===== src/rtl/timer_pkg.sv =====
// Shared register map, field positions and timing constants of the timer capture block
package timer_pkg;

  // Register byte offsets
  localparam logic [7:0] ADDR_CTRL    = 8'h00;
  localparam logic [7:0] ADDR_PRIMARY = 8'h04;
  localparam logic [7:0] ADDR_FLAGS   = 8'h08;
  localparam logic [7:0] ADDR_COUNT   = 8'h0c;
  localparam logic [7:0] ADDR_CAPTURE = 8'h10;
  localparam logic [7:0] ADDR_EXTCTL  = 8'h14;
  localparam logic [7:0] ADDR_EXTSTS  = 8'h18;
  localparam logic [7:0] ADDR_CMP0    = 8'h1c;
  localparam logic [7:0] ADDR_CMP1    = 8'h20;
  localparam logic [7:0] ADDR_CMP2    = 8'h24;

  // Interrupt flag register fields
  localparam int FLAG_MAIN   = 0;
  localparam int FLAG_WAKE0  = 1;
  localparam int FLAG_WAKE1  = 2;
  localparam int FLAG_WAKE2  = 3;
  localparam int FLAG_MATCH0 = 4;
  localparam int FLAG_MATCH1 = 5;
  localparam int FLAG_MATCH2 = 6;
  localparam int FLAGS_W     = 7;

  // External control register fields
  localparam int EXT_CNT_PHASE = 0;
  localparam int EXT_EDGE_LSB  = 1;
  localparam int EXT_CAP_EN    = 3;
  localparam int EXT_RST_CAP   = 4;
  localparam int EXT_CAP_IEN   = 5;
  localparam int EXT_CAP_DB    = 6;
  localparam int EXT_CNT_DB    = 7;
  localparam int EXT_CAP_SEL   = 8;

  // External status register fields
  localparam int STS_CAP_IRQ  = 0;
  localparam int STS_CAP_FLAG = 1;

  // Control register fields
  localparam int CTRL_RUN     = 0;
  localparam int CTRL_EVT_EN  = 1;
  localparam int CTRL_SRC_32K = 2;
  localparam int CTRL_DIV_LSB = 8;
  localparam int DIV_W        = 8;

  // Capture edge encodings
  localparam logic [1:0] EDGE_FALL = 2'h0;
  localparam logic [1:0] EDGE_RISE = 2'h1;
  localparam logic [1:0] EDGE_BOTH = 2'h2;

  localparam logic [31:0] RESET_WORD = 32'h0000_0000;

  // Timing
  localparam int CLK_PERIOD_PS    = 8000;
  localparam int DEBOUNCE_TIME_NS = 32;
  localparam int DEBOUNCE_CYCLES  = (DEBOUNCE_TIME_NS * 1000 + CLK_PERIOD_PS - 1) / CLK_PERIOD_PS;

endpackage : timer_pkg


===== src/rtl/edge_if.sv =====
// Edge pulses from a conditioned pin to the timer core
`timescale 1ns/1ps
interface edge_if;
  logic rise;
  logic fall;
  modport src (output rise, output fall);
  modport dst (input rise, input fall);
endinterface : edge_if


===== src/rtl/pin_conditioner.sv =====
// Synchroniser, optional debounce filter and edge detector for one input pin
`timescale 1ns/1ps
module pin_conditioner #(
  parameter int DB_CYCLES = timer_pkg::DEBOUNCE_CYCLES
) (
  input  wire logic clk,
  input  wire logic resetn,
  input  wire logic pin,
  input  wire logic debounce_en,
  edge_if.src       edges
);
  localparam int CW = $clog2(DB_CYCLES + 1);
  localparam logic [CW-1:0] DB_LAST = CW'(DB_CYCLES - 1);

  logic          sync_a;
  logic          sync_b;
  logic          level;
  logic          level_prev;
  logic [CW-1:0] stable_cnt;

  // Two-stage synchroniser
  always_ff @(posedge clk) begin
    if (!resetn) begin
      sync_a <= 1'b0;
      sync_b <= 1'b0;
    end else begin
      sync_a <= pin;
      sync_b <= sync_a;
    end
  end

  // Level taken at once when debounce_en is low, otherwise accepted only after staying stable
  always_ff @(posedge clk) begin
    if (!resetn) begin
      level      <= 1'b0;
      stable_cnt <= '0;
    end else if (!debounce_en) begin
      level      <= sync_b;
      stable_cnt <= '0;
    end else if (sync_b == level) begin
      stable_cnt <= '0;
    end else if (stable_cnt == DB_LAST) begin
      level      <= sync_b; // RQ20
      stable_cnt <= '0;
    end else begin
      stable_cnt <= stable_cnt + CW'(1);
    end
  end

  always_ff @(posedge clk) begin
    if (!resetn) begin
      level_prev <= 1'b0;
    end else begin
      level_prev <= level;
    end
  end

  assign edges.rise = level & ~level_prev;
  assign edges.fall = ~level & level_prev;

endmodule : pin_conditioner


===== src/rtl/event_prescaler.sv =====
// Divides a stream of event pulses by prescale plus one
`timescale 1ns/1ps
module event_prescaler #(
  parameter int W = timer_pkg::DIV_W
) (
  input  wire logic         clk,
  input  wire logic         resetn,
  input  wire logic         clear,
  input  wire logic         event_in,
  input  wire logic [W-1:0] prescale_value,
  output logic              tick
);
  logic [W-1:0] div_cnt;

  assign tick = event_in && (div_cnt == prescale_value); // RQ18

  always_ff @(posedge clk) begin
    if (!resetn || clear) begin
      div_cnt <= '0;
    end else if (tick) begin
      div_cnt <= '0;
    end else if (event_in) begin
      div_cnt <= div_cnt + W'(1);
    end
  end

endmodule : event_prescaler


===== src/rtl/timer_capture_status_unit.sv =====
// Timer counter, compare flags, capture and external control behind a classic Wishbone slave
//
// Summary of operation
// RQ1: Match flag 2 (bit 6) sets when counter equals compare value 2.
// RQ2: Match flag 1 (bit 5) sets when counter equals compare value 1.
// RQ3: Match flag 0 (bit 4) sets when counter equals compare value 0.
// RQ4: Main match flag (bit 0) sets when counter equals primary compare value.
// RQ5: Wake flags bits 3..1 set when a time-out wakes a sleeping processor.
// RQ6: Status flags clear only by writing one; zero leaves them alone.
// RQ7: Counter value readable, read-only, counting 32 kHz clock or event pin.
// RQ8: Enabled capture edge sets capture flag and latches counter into capture register.
// RQ9: Capture mode bit 8: zero free or reset mode, one trigger-counting mode.
// RQ10: Bit 7 routes event counting edge detection through debounce filter.
// RQ11: Bit 6 routes capture edge detection through debounce filter.
// RQ12: Bit 5 enables interrupt request while capture interrupt flag is high.
// RQ13: Bit 4 clear: capture only stores counter, counter keeps running.
// RQ14: Bit 4 set: capture stores counter then resets counter to zero.
// RQ15: Bit 3 gates all capture activity.
// RQ16: Edge field: 00 falling, 01 rising, 10 both, 11 reserved.
// RQ17: Bit 0 picks counted event edge: zero falling, one rising.
// RQ18: Source events divided by prescale plus one before the counter.
// RQ19: Capture interrupt flag at bit 0 of external status, needs enable, W1C.
// RQ20: Pins synchronised; debounce accepts level after several stable cycles.
`timescale 1ns/1ps
module timer_capture_status_unit #(
  parameter int DB_CYCLES = timer_pkg::DEBOUNCE_CYCLES
) (
  input  wire logic        clk,
  input  wire logic        resetn,
  input  wire logic        wb_cyc_i,
  input  wire logic        wb_stb_i,
  input  wire logic        wb_we_i,
  input  wire logic [7:0]  wb_adr_i,
  input  wire logic [3:0]  wb_sel_i,
  input  wire logic [31:0] wb_dat_i,
  output logic      [31:0] wb_dat_o,
  output logic             wb_ack_o,
  input  wire logic        event_count_pin,
  input  wire logic        external_capture_pin,
  input  wire logic        clk_32k_in,
  input  wire logic        cpu_sleep,
  output logic             capture_irq
);

  // Software-visible state
  logic [31:0]                  up_counter_value;
  logic [31:0]                  captured_count;
  logic [31:0]                  primary_compare_value;
  logic [31:0]                  compare_value_0;
  logic [31:0]                  compare_value_1;
  logic [31:0]                  compare_value_2;
  logic [timer_pkg::FLAGS_W-1:0] flags;
  logic                         capture_irq_flag;
  logic                         capture_flag;
  logic                         counter_run;
  logic                         event_count_enable;
  logic                         capture_source_32k;
  logic [timer_pkg::DIV_W-1:0]  prescale_value;
  logic                         capture_mode_select;
  logic                         count_pin_debounce_en;
  logic                         capture_pin_debounce_en;
  logic                         capture_irq_enable;
  logic                         reset_on_capture_select;
  logic                         capture_enable;
  logic [1:0]                   capture_edge_select;
  logic                         event_edge_select;

  // Internal datapath
  logic        bus_req;
  logic        wr_en;
  logic [31:0] wmask;
  logic [31:0] rd_word;
  logic        clk32_db_en;
  logic        source_event;
  logic        count_gate;
  logic        triggered;
  logic        count_tick;
  logic        counter_moved;
  logic        cap_rise;
  logic        cap_fall;
  logic        capture_hit;
  logic        match_main;
  logic        match0;
  logic        match1;
  logic        match2;
  logic [timer_pkg::FLAGS_W-1:0] flag_set;
  logic [timer_pkg::FLAGS_W-1:0] flag_clr;

  edge_if count_edges ();
  edge_if capture_edges ();
  edge_if clk32_edges ();

  // Pin conditioning
  pin_conditioner #(.DB_CYCLES(DB_CYCLES)) u_count_pin (
    .clk         (clk),
    .resetn      (resetn),
    .pin         (event_count_pin),
    .debounce_en (count_pin_debounce_en), // RQ10
    .edges       (count_edges)
  );

  pin_conditioner #(.DB_CYCLES(DB_CYCLES)) u_capture_pin (
    .clk         (clk),
    .resetn      (resetn),
    .pin         (external_capture_pin),
    .debounce_en (capture_pin_debounce_en), // RQ11
    .edges       (capture_edges)
  );

  // The 32 kHz clock serves both counting and capture
  assign clk32_db_en = capture_source_32k ? capture_pin_debounce_en : count_pin_debounce_en;

  pin_conditioner #(.DB_CYCLES(DB_CYCLES)) u_clk32 (
    .clk         (clk),
    .resetn      (resetn),
    .pin         (clk_32k_in),
    .debounce_en (clk32_db_en),
    .edges       (clk32_edges)
  );

  // Wishbone slave: one wait state, ack for every address
  assign bus_req = wb_cyc_i && wb_stb_i && !wb_ack_o;
  assign wr_en   = bus_req && wb_we_i;
  assign wmask   = {{8{wb_sel_i[3]}}, {8{wb_sel_i[2]}}, {8{wb_sel_i[1]}}, {8{wb_sel_i[0]}}};

  function automatic logic [31:0] merge(input logic [31:0] old_word,
                                        input logic [31:0] new_word,
                                        input logic [31:0] mask);
    merge = (old_word & ~mask) | (new_word & mask);
  endfunction : merge

  always_ff @(posedge clk) begin
    if (!resetn) begin
      wb_ack_o <= 1'b0;
    end else begin
      wb_ack_o <= bus_req;
    end
  end

  always_ff @(posedge clk) begin
    if (!resetn) begin
      wb_dat_o <= timer_pkg::RESET_WORD;
    end else if (bus_req && !wb_we_i) begin
      wb_dat_o <= rd_word;
    end
  end

  always_comb begin
    rd_word = '0;
    unique case (wb_adr_i)
      timer_pkg::ADDR_CTRL: begin
        rd_word[timer_pkg::CTRL_RUN]    = counter_run;
        rd_word[timer_pkg::CTRL_EVT_EN] = event_count_enable;
        rd_word[timer_pkg::CTRL_SRC_32K] = capture_source_32k;
        rd_word[timer_pkg::CTRL_DIV_LSB +: timer_pkg::DIV_W] = prescale_value;
      end
      timer_pkg::ADDR_PRIMARY: rd_word = primary_compare_value;
      timer_pkg::ADDR_FLAGS:   rd_word[timer_pkg::FLAGS_W-1:0] = flags;
      timer_pkg::ADDR_COUNT:   rd_word = up_counter_value; // RQ7
      timer_pkg::ADDR_CAPTURE: rd_word = captured_count;
      timer_pkg::ADDR_EXTCTL: begin
        rd_word[timer_pkg::EXT_CNT_PHASE] = event_edge_select;
        rd_word[timer_pkg::EXT_EDGE_LSB +: 2] = capture_edge_select;
        rd_word[timer_pkg::EXT_CAP_EN]  = capture_enable;
        rd_word[timer_pkg::EXT_RST_CAP] = reset_on_capture_select;
        rd_word[timer_pkg::EXT_CAP_IEN] = capture_irq_enable;
        rd_word[timer_pkg::EXT_CAP_DB]  = capture_pin_debounce_en;
        rd_word[timer_pkg::EXT_CNT_DB]  = count_pin_debounce_en;
        rd_word[timer_pkg::EXT_CAP_SEL] = capture_mode_select;
      end
      timer_pkg::ADDR_EXTSTS: begin
        rd_word[timer_pkg::STS_CAP_IRQ]  = capture_irq_flag;
        rd_word[timer_pkg::STS_CAP_FLAG] = capture_flag;
      end
      timer_pkg::ADDR_CMP0: rd_word = compare_value_0;
      timer_pkg::ADDR_CMP1: rd_word = compare_value_1;
      timer_pkg::ADDR_CMP2: rd_word = compare_value_2;
      default:              rd_word = '0;
    endcase
  end

  // Control register
  always_ff @(posedge clk) begin
    if (!resetn) begin
      counter_run        <= 1'b0;
      event_count_enable <= 1'b0;
      capture_source_32k <= 1'b0;
      prescale_value     <= '0;
    end else if (wr_en && wb_adr_i == timer_pkg::ADDR_CTRL) begin
      if (wb_sel_i[0]) begin
        counter_run        <= wb_dat_i[timer_pkg::CTRL_RUN];
        event_count_enable <= wb_dat_i[timer_pkg::CTRL_EVT_EN];
        capture_source_32k <= wb_dat_i[timer_pkg::CTRL_SRC_32K];
      end
      if (wb_sel_i[1]) begin
        prescale_value <= wb_dat_i[timer_pkg::CTRL_DIV_LSB +: timer_pkg::DIV_W];
      end
    end
  end

  // Compare values
  always_ff @(posedge clk) begin
    if (!resetn) begin
      primary_compare_value <= timer_pkg::RESET_WORD;
      compare_value_0       <= timer_pkg::RESET_WORD;
      compare_value_1       <= timer_pkg::RESET_WORD;
      compare_value_2       <= timer_pkg::RESET_WORD;
    end else if (wr_en) begin
      if (wb_adr_i == timer_pkg::ADDR_PRIMARY) begin
        primary_compare_value <= merge(primary_compare_value, wb_dat_i, wmask);
      end
      if (wb_adr_i == timer_pkg::ADDR_CMP0) begin
        compare_value_0 <= merge(compare_value_0, wb_dat_i, wmask);
      end
      if (wb_adr_i == timer_pkg::ADDR_CMP1) begin
        compare_value_1 <= merge(compare_value_1, wb_dat_i, wmask);
      end
      if (wb_adr_i == timer_pkg::ADDR_CMP2) begin
        compare_value_2 <= merge(compare_value_2, wb_dat_i, wmask);
      end
    end
  end

  // External control register, low byte and bit 8
  always_ff @(posedge clk) begin
    if (!resetn) begin
      event_edge_select       <= 1'b0;
      capture_edge_select     <= timer_pkg::EDGE_FALL;
      capture_enable          <= 1'b0;
      reset_on_capture_select <= 1'b0;
      capture_irq_enable      <= 1'b0;
      capture_pin_debounce_en <= 1'b0;
      count_pin_debounce_en   <= 1'b0;
      capture_mode_select     <= 1'b0;
    end else if (wr_en && wb_adr_i == timer_pkg::ADDR_EXTCTL) begin
      if (wb_sel_i[0]) begin
        event_edge_select       <= wb_dat_i[timer_pkg::EXT_CNT_PHASE];
        capture_edge_select     <= wb_dat_i[timer_pkg::EXT_EDGE_LSB +: 2];
        capture_enable          <= wb_dat_i[timer_pkg::EXT_CAP_EN];
        reset_on_capture_select <= wb_dat_i[timer_pkg::EXT_RST_CAP];
        capture_irq_enable      <= wb_dat_i[timer_pkg::EXT_CAP_IEN];
        capture_pin_debounce_en <= wb_dat_i[timer_pkg::EXT_CAP_DB];
        count_pin_debounce_en   <= wb_dat_i[timer_pkg::EXT_CNT_DB];
      end
      if (wb_sel_i[1]) begin
        capture_mode_select <= wb_dat_i[timer_pkg::EXT_CAP_SEL];
      end
    end
  end

  // Counting source and prescaler
  always_comb begin
    if (event_count_enable) begin
      source_event = event_edge_select ? count_edges.rise : count_edges.fall; // RQ17
    end else begin
      source_event = clk32_edges.rise;
    end
  end

  // Trigger-counting holds the counter until the first capture edge
  assign count_gate = counter_run && (!capture_mode_select || triggered); // RQ9

  always_ff @(posedge clk) begin
    if (!resetn || !counter_run || !capture_mode_select) begin
      triggered <= 1'b0;
    end else if (capture_hit) begin
      triggered <= 1'b1; // RQ9
    end
  end

  event_prescaler #(.W(timer_pkg::DIV_W)) u_prescaler (
    .clk            (clk),
    .resetn         (resetn),
    .clear          (!count_gate),
    .event_in       (source_event && count_gate),
    .prescale_value (prescale_value),
    .tick           (count_tick)
  );

  // Capture edge qualification
  assign cap_rise = capture_source_32k ? clk32_edges.rise : capture_edges.rise;
  assign cap_fall = capture_source_32k ? clk32_edges.fall : capture_edges.fall;

  always_comb begin
    unique case (capture_edge_select) // RQ16
      timer_pkg::EDGE_FALL: capture_hit = capture_enable && cap_fall; // RQ15
      timer_pkg::EDGE_RISE: capture_hit = capture_enable && cap_rise;
      timer_pkg::EDGE_BOTH: capture_hit = capture_enable && (cap_rise || cap_fall);
      default:              capture_hit = 1'b0;
    endcase
  end

  // Up counter
  always_ff @(posedge clk) begin
    if (!resetn) begin
      up_counter_value <= timer_pkg::RESET_WORD;
    end else if (capture_hit && reset_on_capture_select) begin
      up_counter_value <= '0; // RQ14
    end else if (count_tick) begin
      up_counter_value <= up_counter_value + 32'h1; // RQ13
    end
  end

  // Compares act once per counter change
  always_ff @(posedge clk) begin
    if (!resetn) begin
      counter_moved <= 1'b0;
    end else begin
      counter_moved <= count_tick || (capture_hit && reset_on_capture_select);
    end
  end

  assign match_main = counter_moved && (up_counter_value == primary_compare_value); // RQ4
  assign match0     = counter_moved && (up_counter_value == compare_value_0); // RQ3
  assign match1     = counter_moved && (up_counter_value == compare_value_1); // RQ2
  assign match2     = counter_moved && (up_counter_value == compare_value_2); // RQ1

  // Capture register
  always_ff @(posedge clk) begin
    if (!resetn) begin
      captured_count <= timer_pkg::RESET_WORD;
    end else if (capture_hit) begin
      captured_count <= up_counter_value; // RQ8
    end
  end

  // Interrupt flags, set beats clear
  always_comb begin
    flag_set = '0;
    flag_set[timer_pkg::FLAG_MAIN]   = match_main;
    flag_set[timer_pkg::FLAG_MATCH0] = match0;
    flag_set[timer_pkg::FLAG_MATCH1] = match1;
    flag_set[timer_pkg::FLAG_MATCH2] = match2;
    flag_set[timer_pkg::FLAG_WAKE0]  = match0 && cpu_sleep; // RQ5
    flag_set[timer_pkg::FLAG_WAKE1]  = match1 && cpu_sleep;
    flag_set[timer_pkg::FLAG_WAKE2]  = match2 && cpu_sleep;
  end

  always_comb begin
    flag_clr = '0;
    if (wr_en && wb_adr_i == timer_pkg::ADDR_FLAGS && wb_sel_i[0]) begin
      flag_clr = wb_dat_i[timer_pkg::FLAGS_W-1:0]; // RQ6
    end
  end

  always_ff @(posedge clk) begin
    if (!resetn) begin
      flags <= '0;
    end else begin
      flags <= (flags & ~flag_clr) | flag_set; // RQ6
    end
  end

  // Capture status flags
  always_ff @(posedge clk) begin
    if (!resetn) begin
      capture_irq_flag <= 1'b0;
      capture_flag     <= 1'b0;
    end else begin
      if (capture_hit && capture_irq_enable) begin
        capture_irq_flag <= 1'b1; // RQ19
      end else if (wr_en && wb_adr_i == timer_pkg::ADDR_EXTSTS && wb_sel_i[0]
                   && wb_dat_i[timer_pkg::STS_CAP_IRQ]) begin
        capture_irq_flag <= 1'b0; // RQ19
      end
      if (capture_hit) begin
        capture_flag <= 1'b1; // RQ8
      end else if (wr_en && wb_adr_i == timer_pkg::ADDR_EXTSTS && wb_sel_i[0]
                   && wb_dat_i[timer_pkg::STS_CAP_FLAG]) begin
        capture_flag <= 1'b0;
      end
    end
  end

  // Request to the processor interrupt controller
  always_ff @(posedge clk) begin
    if (!resetn) begin
      capture_irq <= 1'b0;
    end else begin
      capture_irq <= capture_irq_enable && (capture_irq_flag || (capture_hit && capture_irq_enable)); // RQ12
    end
  end

endmodule : timer_capture_status_unit


===== config.mk =====
export PLATFORM = sky130hd
export DESIGN_NAME = timer_capture_status_unit
export DESIGN_NICKNAME = d
export VERILOG_FILES = /design/src/rtl/timer_pkg.sv /design/src/rtl/edge_if.sv /design/src/rtl/pin_conditioner.sv /design/src/rtl/event_prescaler.sv /design/src/rtl/timer_capture_status_unit.sv
export SDC_FILE = /design/constraint.sdc
export NUM_CORES = 1
export LEC_CHECK = 0
export BUFFER_PORTS_ARGS = -buffer_cell sky130_fd_sc_hd__buf_2
export CORE_UTILIZATION = 35
export DETAILED_ROUTE_END_ITERATION = 6
export GPL_TIMING_DRIVEN = 0
export SYNTH_ARGS = -nofsm -noshare
export SYNTH_HDL_FRONTEND = slang
export SYNTH_HIERARCHICAL = 1
export SYNTH_SLANG_ARGS = --single-unit

===== constraint.sdc =====
create_clock -name clk -period 2.8 [get_ports clk]
set_clock_uncertainty 0.05 [all_clocks]
set_input_delay 0.28 -clock clk [delete_from_list [all_inputs] [get_ports clk]]
set_output_delay 0.28 -clock clk [all_outputs]
set_load 0.01 [all_outputs]

Yosys cells after proc, flatten, opt, wreduce, memory -nomap -nowiden
Index checks and enable logic that the tools add are counted.
- register bits: 286
- input bits: 53
- output and inout port bits: 34
- logic and storage cells: 192
- $add $sub $neg: 5
- equal/unequal tests: 28
- muxes and demuxes: 27
- bitwise operators: 29
- reductions and logical operators: 61
- operators with widths (kind ; count):
    AND 32 bit ; 5
    equality test 32 bit ; 4
    bitwise OR 32 bit ; 4
    one-hot mux 16 bit (6 select lines) ; 1
    one-hot mux 7 bit (7 select lines) ; 1
    adder 32 x 1 -> 32 bit (second input constant) ; 1
    equality test 8 x 5 -> 1 bit (second input constant) ; 4
    inverter 32 bit ; 1
    one-hot mux 4 bit (8 select lines) ; 1
    logical AND 1 bit ; 28
    AND reduction 2 bit ; 11
    one-hot mux 2 bit (10 select lines) ; 1
    2-to-1 mux 1 bit ; 18
    equality test 8 x 4 -> 1 bit (second input constant) ; 2
    equality test 8 x 6 -> 1 bit (second input constant) ; 2
    OR reduction 4 bit ; 3
    inverter 1 bit ; 10
    adder 3 x 1 -> 3 bit (second input constant) ; 3
    equality test 3 x 2 -> 1 bit (second input constant) ; 3
    one-hot mux 1 bit (9 select lines) ; 1
    adder 8 x 1 -> 8 bit (second input constant) ; 1
    equality test 8 x 3 -> 1 bit (second input constant) ; 1
    equality test 8 bit ; 1
    logical NOT 8 bit ; 1
    other kinds (18) ; 42

Depth between registers and ports, before layout
- word-level depth: 9
- gate-level depth with buffers: 13
- depth with buffers taken out: 10

Hierarchy
Netlist, hierarchy kept.
- by module, submodules not included (module ; instances ; cells each ; area each (um2) ; sequential area each (um2)):
    timer_capture_status_unit ; 1 ; 1516 ; 13310.3 ; 5144.9
    pin_conditioner ; 3 ; 24 ; 257.7 ; 140.1
    event_prescaler ; 1 ; 49 ; 439.2 ; 160.2

Worst setup path after synthesis
OpenSTA, ideal clock, no wires.
- kind: register -> register
- from: register u_count_pin.level
- to: register up_counter_value[12]
- library setup time: 0.070 ns
- arrival: 2.646 ns
- data required time: 2.680 ns
- setup slack: 0.034 ns
- cell stages (with the launch flop): 13
- cell sequence: dfxtp_1 > and2b_1 > mux2i_1 > a211oi_1 > buf_4 > nand4_1 > nor3_1 > buf_2 > nand4_1 > nor4_2 > nand2_1 > or2_0 > a21oi_1
- longest elaborated chain between the ends: 6
- elaborated cells between the ends (all ways): 7
- RTL lines (item ; line ; text):
    start, declared ; pin_conditioner.sv:17 ; logic level;
    start signal, assigned ; pin_conditioner.sv:38 ; level <= sync_b;
    start signal, assigned ; pin_conditioner.sv:43 ; level <= sync_b;
    inverter 1 bit ; pin_conditioner.sv:59 ; assign edges.fall = ~level & level_prev;
    AND 1 bit ; pin_conditioner.sv:59 ;
    net count_edges.fall ; edge_if.sv:5 ; logic fall;
    2-to-1 mux 1 bit ; timer_capture_status_unit.sv:254 ; source_event = event_edge_select ? count_edges.rise : count_edges.fall;
    2-to-1 mux 1 bit ; timer_capture_status_unit.sv:253 ; if (event_count_enable) begin
    logical AND 1 bit ; timer_capture_status_unit.sv:275 ; .event_in (source_event && count_gate),
    logical AND 1 bit ; event_prescaler.sv:15 ; assign tick = event_in && (div_cnt == prescale_value);
    net count_tick ; timer_capture_status_unit.sv:77 ; logic count_tick;
    end signal, assigned ; timer_capture_status_unit.sv:296 ; up_counter_value <= timer_pkg::RESET_WORD;
    end signal, assigned ; timer_capture_status_unit.sv:300 ; up_counter_value <= up_counter_value + 32'h1;
    end, declared ; timer_capture_status_unit.sv:46 ; logic [31:0] up_counter_value;
The timed path passes the listed nets, and every way through them passes these cells.
A chain may end at the register's enable or synchronous reset.

Worst setup path after layout
- from: register u_clk32.level
- to: register up_counter_value[22]
- elaborated cells between the ends (all ways): 15
- RTL lines (item ; line ; text):
    start, declared ; pin_conditioner.sv:17 ;
    start signal, assigned ; pin_conditioner.sv:38 ;
    start signal, assigned ; pin_conditioner.sv:43 ;
    AND 1 bit ; pin_conditioner.sv:58 ; assign edges.rise = level & ~level_prev;
    net clk32_edges.rise ; edge_if.sv:4 ; logic rise;
    2-to-1 mux 1 bit ; timer_capture_status_unit.sv:253 ;
    logical AND 1 bit ; timer_capture_status_unit.sv:275 ;
    logical AND 1 bit ; event_prescaler.sv:15 ;
    net count_tick ; timer_capture_status_unit.sv:77 ;
The timed path passes the listed nets, and every way through them passes these cells.

==> results_dict.tcl <==
set metrics [dict create \
    status "finished with violations" \
    violations "DRC, setup timing" \
    antenna_cells 0 \
    first_iter_violations 1386 \
    synth_common_cells "286 x dfxtp_1, 190 x nand2_1, 142 x xor2_1" \
    fmax_ghz 0.355 \
    dr.pass1.iters 7 \
    period_needed_ns 2.82 \
    fp.dieW_microns 206 \
    wl_microns 56700 \
    syn_avg_cell_area_sq_um 8.87 \
    p_per_area_nw_per_um2 528 \
    drc 9 \
    synth_top_area_cell "dfxtp_1" \
    viasPerCell 5.64 \
    crit_family "simple AND/OR/NAND/NOR gates" \
    dp_hpwl_microns 41600 \
    cp_cell_sequence "nor2b_4, nor2_1, a211oi_2, buf_4, nand4_1, nor3_4, buf_6, nand4_1, buf_6, nor4_4, buf_4, clkbuf_16, buf_4, nand2_4, xor2_1, nor2_1" \
    irDropWorstVdd_mv 0.376 \
    path_class "reg -> reg" \
    grt_antenna_before_repair 0 \
    endpoint_kind "flip-flop" \
    ios 87 \
    crit_fanout 5 \
    numClockSinks 286 \
    start_util_pct 35.5 \
    cts_tree "yes" \
    cpMostUsedCell "buf_4" \
    critPathLaunchType "flip-flop" \
    synth_nets 1701 \
    holdWs_ns 0.00737 \
    place_congestion 0.980 \
    power_leakage_nw 7.10 \
    final.period_utilization_pct 101 \
    final_max_slew_viol_count 0 \
    cp.required_ns 3.22 \
    ys_async_sr_fraction_pct 0 \
    synth.top_cell.area_share_pct 39.4 \
    setup_viol 5 \
    n_fill_cell 4124 \
    dieArea_sq_um 42300 \
    regArea_sq_um 5730 \
    cp.buffers_inverters 6 \
    yosys_warnings 6 \
    worst_pin_slew_ns 1.02 \
    rsz0062_at_grt "yes" \
    ant_nets 0 \
    synth_cell_types 70 \
    placed_area_sq_um 15600 \
    core_sq_um 40900 \
    synth_most_common_cell "dfxtp_1" \
    port_buffers 79 \
    wire_per_inst_microns 24.2 \
    syn_to_final_growth_pct 19.2 \
    dpl.cell_count 2250 \
    grt-ovfl-total 0 \
    synth_edf_count 0 \
    h-tree-depth 2 \
    synthFlopType "dfxtp_1" \
    synthTopCellsByArea "dfxtp_1 39%, xor2_1 8.6%, mux2i_1 6.9%, nand2_1 4.9%, a21boi_0 4.7%" \
    ys_ff_latch 286 \
    drive_gt1_share_pct 14.5 \
    setup_ws_ns -0.0204 \
    cp.arrival_ns 3.24 \
    grt_pass1_wl_microns 82400 \
    multi_input_area_sq_um 8240 \
    grt_use_total_pct 26.6 \
    vias 13248 \
    clk_latency_ns 0.53 \
    place_worst_setup_slack_ns -1.53 \
    fin_util_pct 42.3 \
    syn_inst 1637 \
    hold_class "in -> reg" \
    maxSlewHeadroom_pct 32.0 \
    stdcell_area_sq_um 17300 \
    grt_pass1_vias 12717 \
    grt_max_degree 27 \
    stdcell_count 2347 \
    maxCapViolations 0 \
    slowest_stage "dfxtp_4" \
    hold_violations 0 \
    clockRootBuffer "clkbuf_16" \
    num-nets-final 1854 \
    numCtsBuffers 34 \
    die_y_microns 206 \
    critical_path.max_stage_delay_ns 0.36 \
    cts_buffer_depth 3 \
    yosysSeqAreaShare_pct 39.4 \
    cts.clk_slew.worst_paths_ns 0.06 \
    syn_area_sq_um 14500 \
    rows 74 \
]
## report_power, final
part	internal (mW)	switching, mW	total [mW]	leakage, nW
Combinational	0.150	0.305	0.454	4.22
Clock	2.79	1.79	4.58	0.572
Sequential	4.09	0.0113	4.10	2.31
Total	7.03	2.10	9.13	7.10
## per-layer routing
metal | wire, microns | up-vias | global-route usage [%] | share of wire [%]
met5 | 0 | - | 0 | 0
met2 | 25200 | 672 | 41.5 | 44
met1 | 23900 | 6386 | 35.4 | 42
met4 | 2850 | 0 | 13.1 | 5.0
li1 | - | 6049 | - | -
met3 | 4740 | 141 | 4.15 | 8.4
## kinds of logic after synthesis
family / synth area share [%]
DFF: 39.4
and+or+nand+nor: 22.7
xor gates and xnor gates: 10.6
muxes: 7.20
adders and majority gates: 0.948
buffers and inverters: 4.88
AOI/OAI and AO/OA: 14.3
## area by class of cell
type / instances / share of cell area [%]
plain buffers: 131 / 3.87
clock buffers: 49 / 5.84
clock inverters: 12 / 0.781
inverters: 16 / 0.347
multi-input cells: 1204 / 47.6
flip-flops and latches: 286 / 33.1
well taps: 532 / 3.85
repair buffers: 117 / 4.57
## final timing paths
kind         cells past startpoint  slack, ns                     endpoint                         from
min                              3      0.007                    flip-flop                 wb_dat_i[19]
max reg2reg                     16      -0.02         up_counter_value[22]                u_clk32/level
max                             16      -0.02         up_counter_value[22]                u_clk32/level
min reg2reg                      1       0.38  u_capture_pin/stable_cnt[0]  u_capture_pin/stable_cnt[0]
## layout by cell type (no fill, tap or decap), drive strengths merged, types with 5 or more instances in the layout
master       netlist  routed
xor2             142     142
xnor2             33      33
ha                11      11
nor2              86      86
nor3              25      25
nor4b              9       9
dlygate4sd3        0      12
a222oi            19      19
nor4              31      31
a221oi            16      16
and2              16      16
a21oi             15      15
nand2            195     195
inv               16      16
o22ai              8       8
buf               54     159
nor2b             87      87
nand3            109     109
nand4             27      27
a21boi           107     107
a22o              19      19
clkbuf            77     126
mux2i            100     100
and3              22      22
dfxtp            286     286
clkinv             0       9
o21ai             44      44
a22oi             20      20
o21a               5       5
## stage by stage
stage / TNS [ns] / power (mW)
after floorplan: 0 / 4.40
after global placement: -35.33 / 4.61
after detailed placement: -33.08 / 4.62
after CTS: -2.27 / 9.17
after global routing: -2.44 / 9.36
final: -0.0578 / 9.13
## what timing repair did
item / in CTS / in global routing
gates cloned: 1 / 1
resized for setup: 35 / 25
setup endpoints to repair: 32 / 42
pin swaps: 13 / 12
hold buffers: 12 / 0
hold endpoints to repair: 15 / 0
setup buffers: 21 / 6
## tightest hold or removal path, stage by stage
cell	delay, ns
buf_2	0.13
nand3_1	0.07
a21boi_1	0.05
No activity file was read; power rests on OpenSTA's default activity.
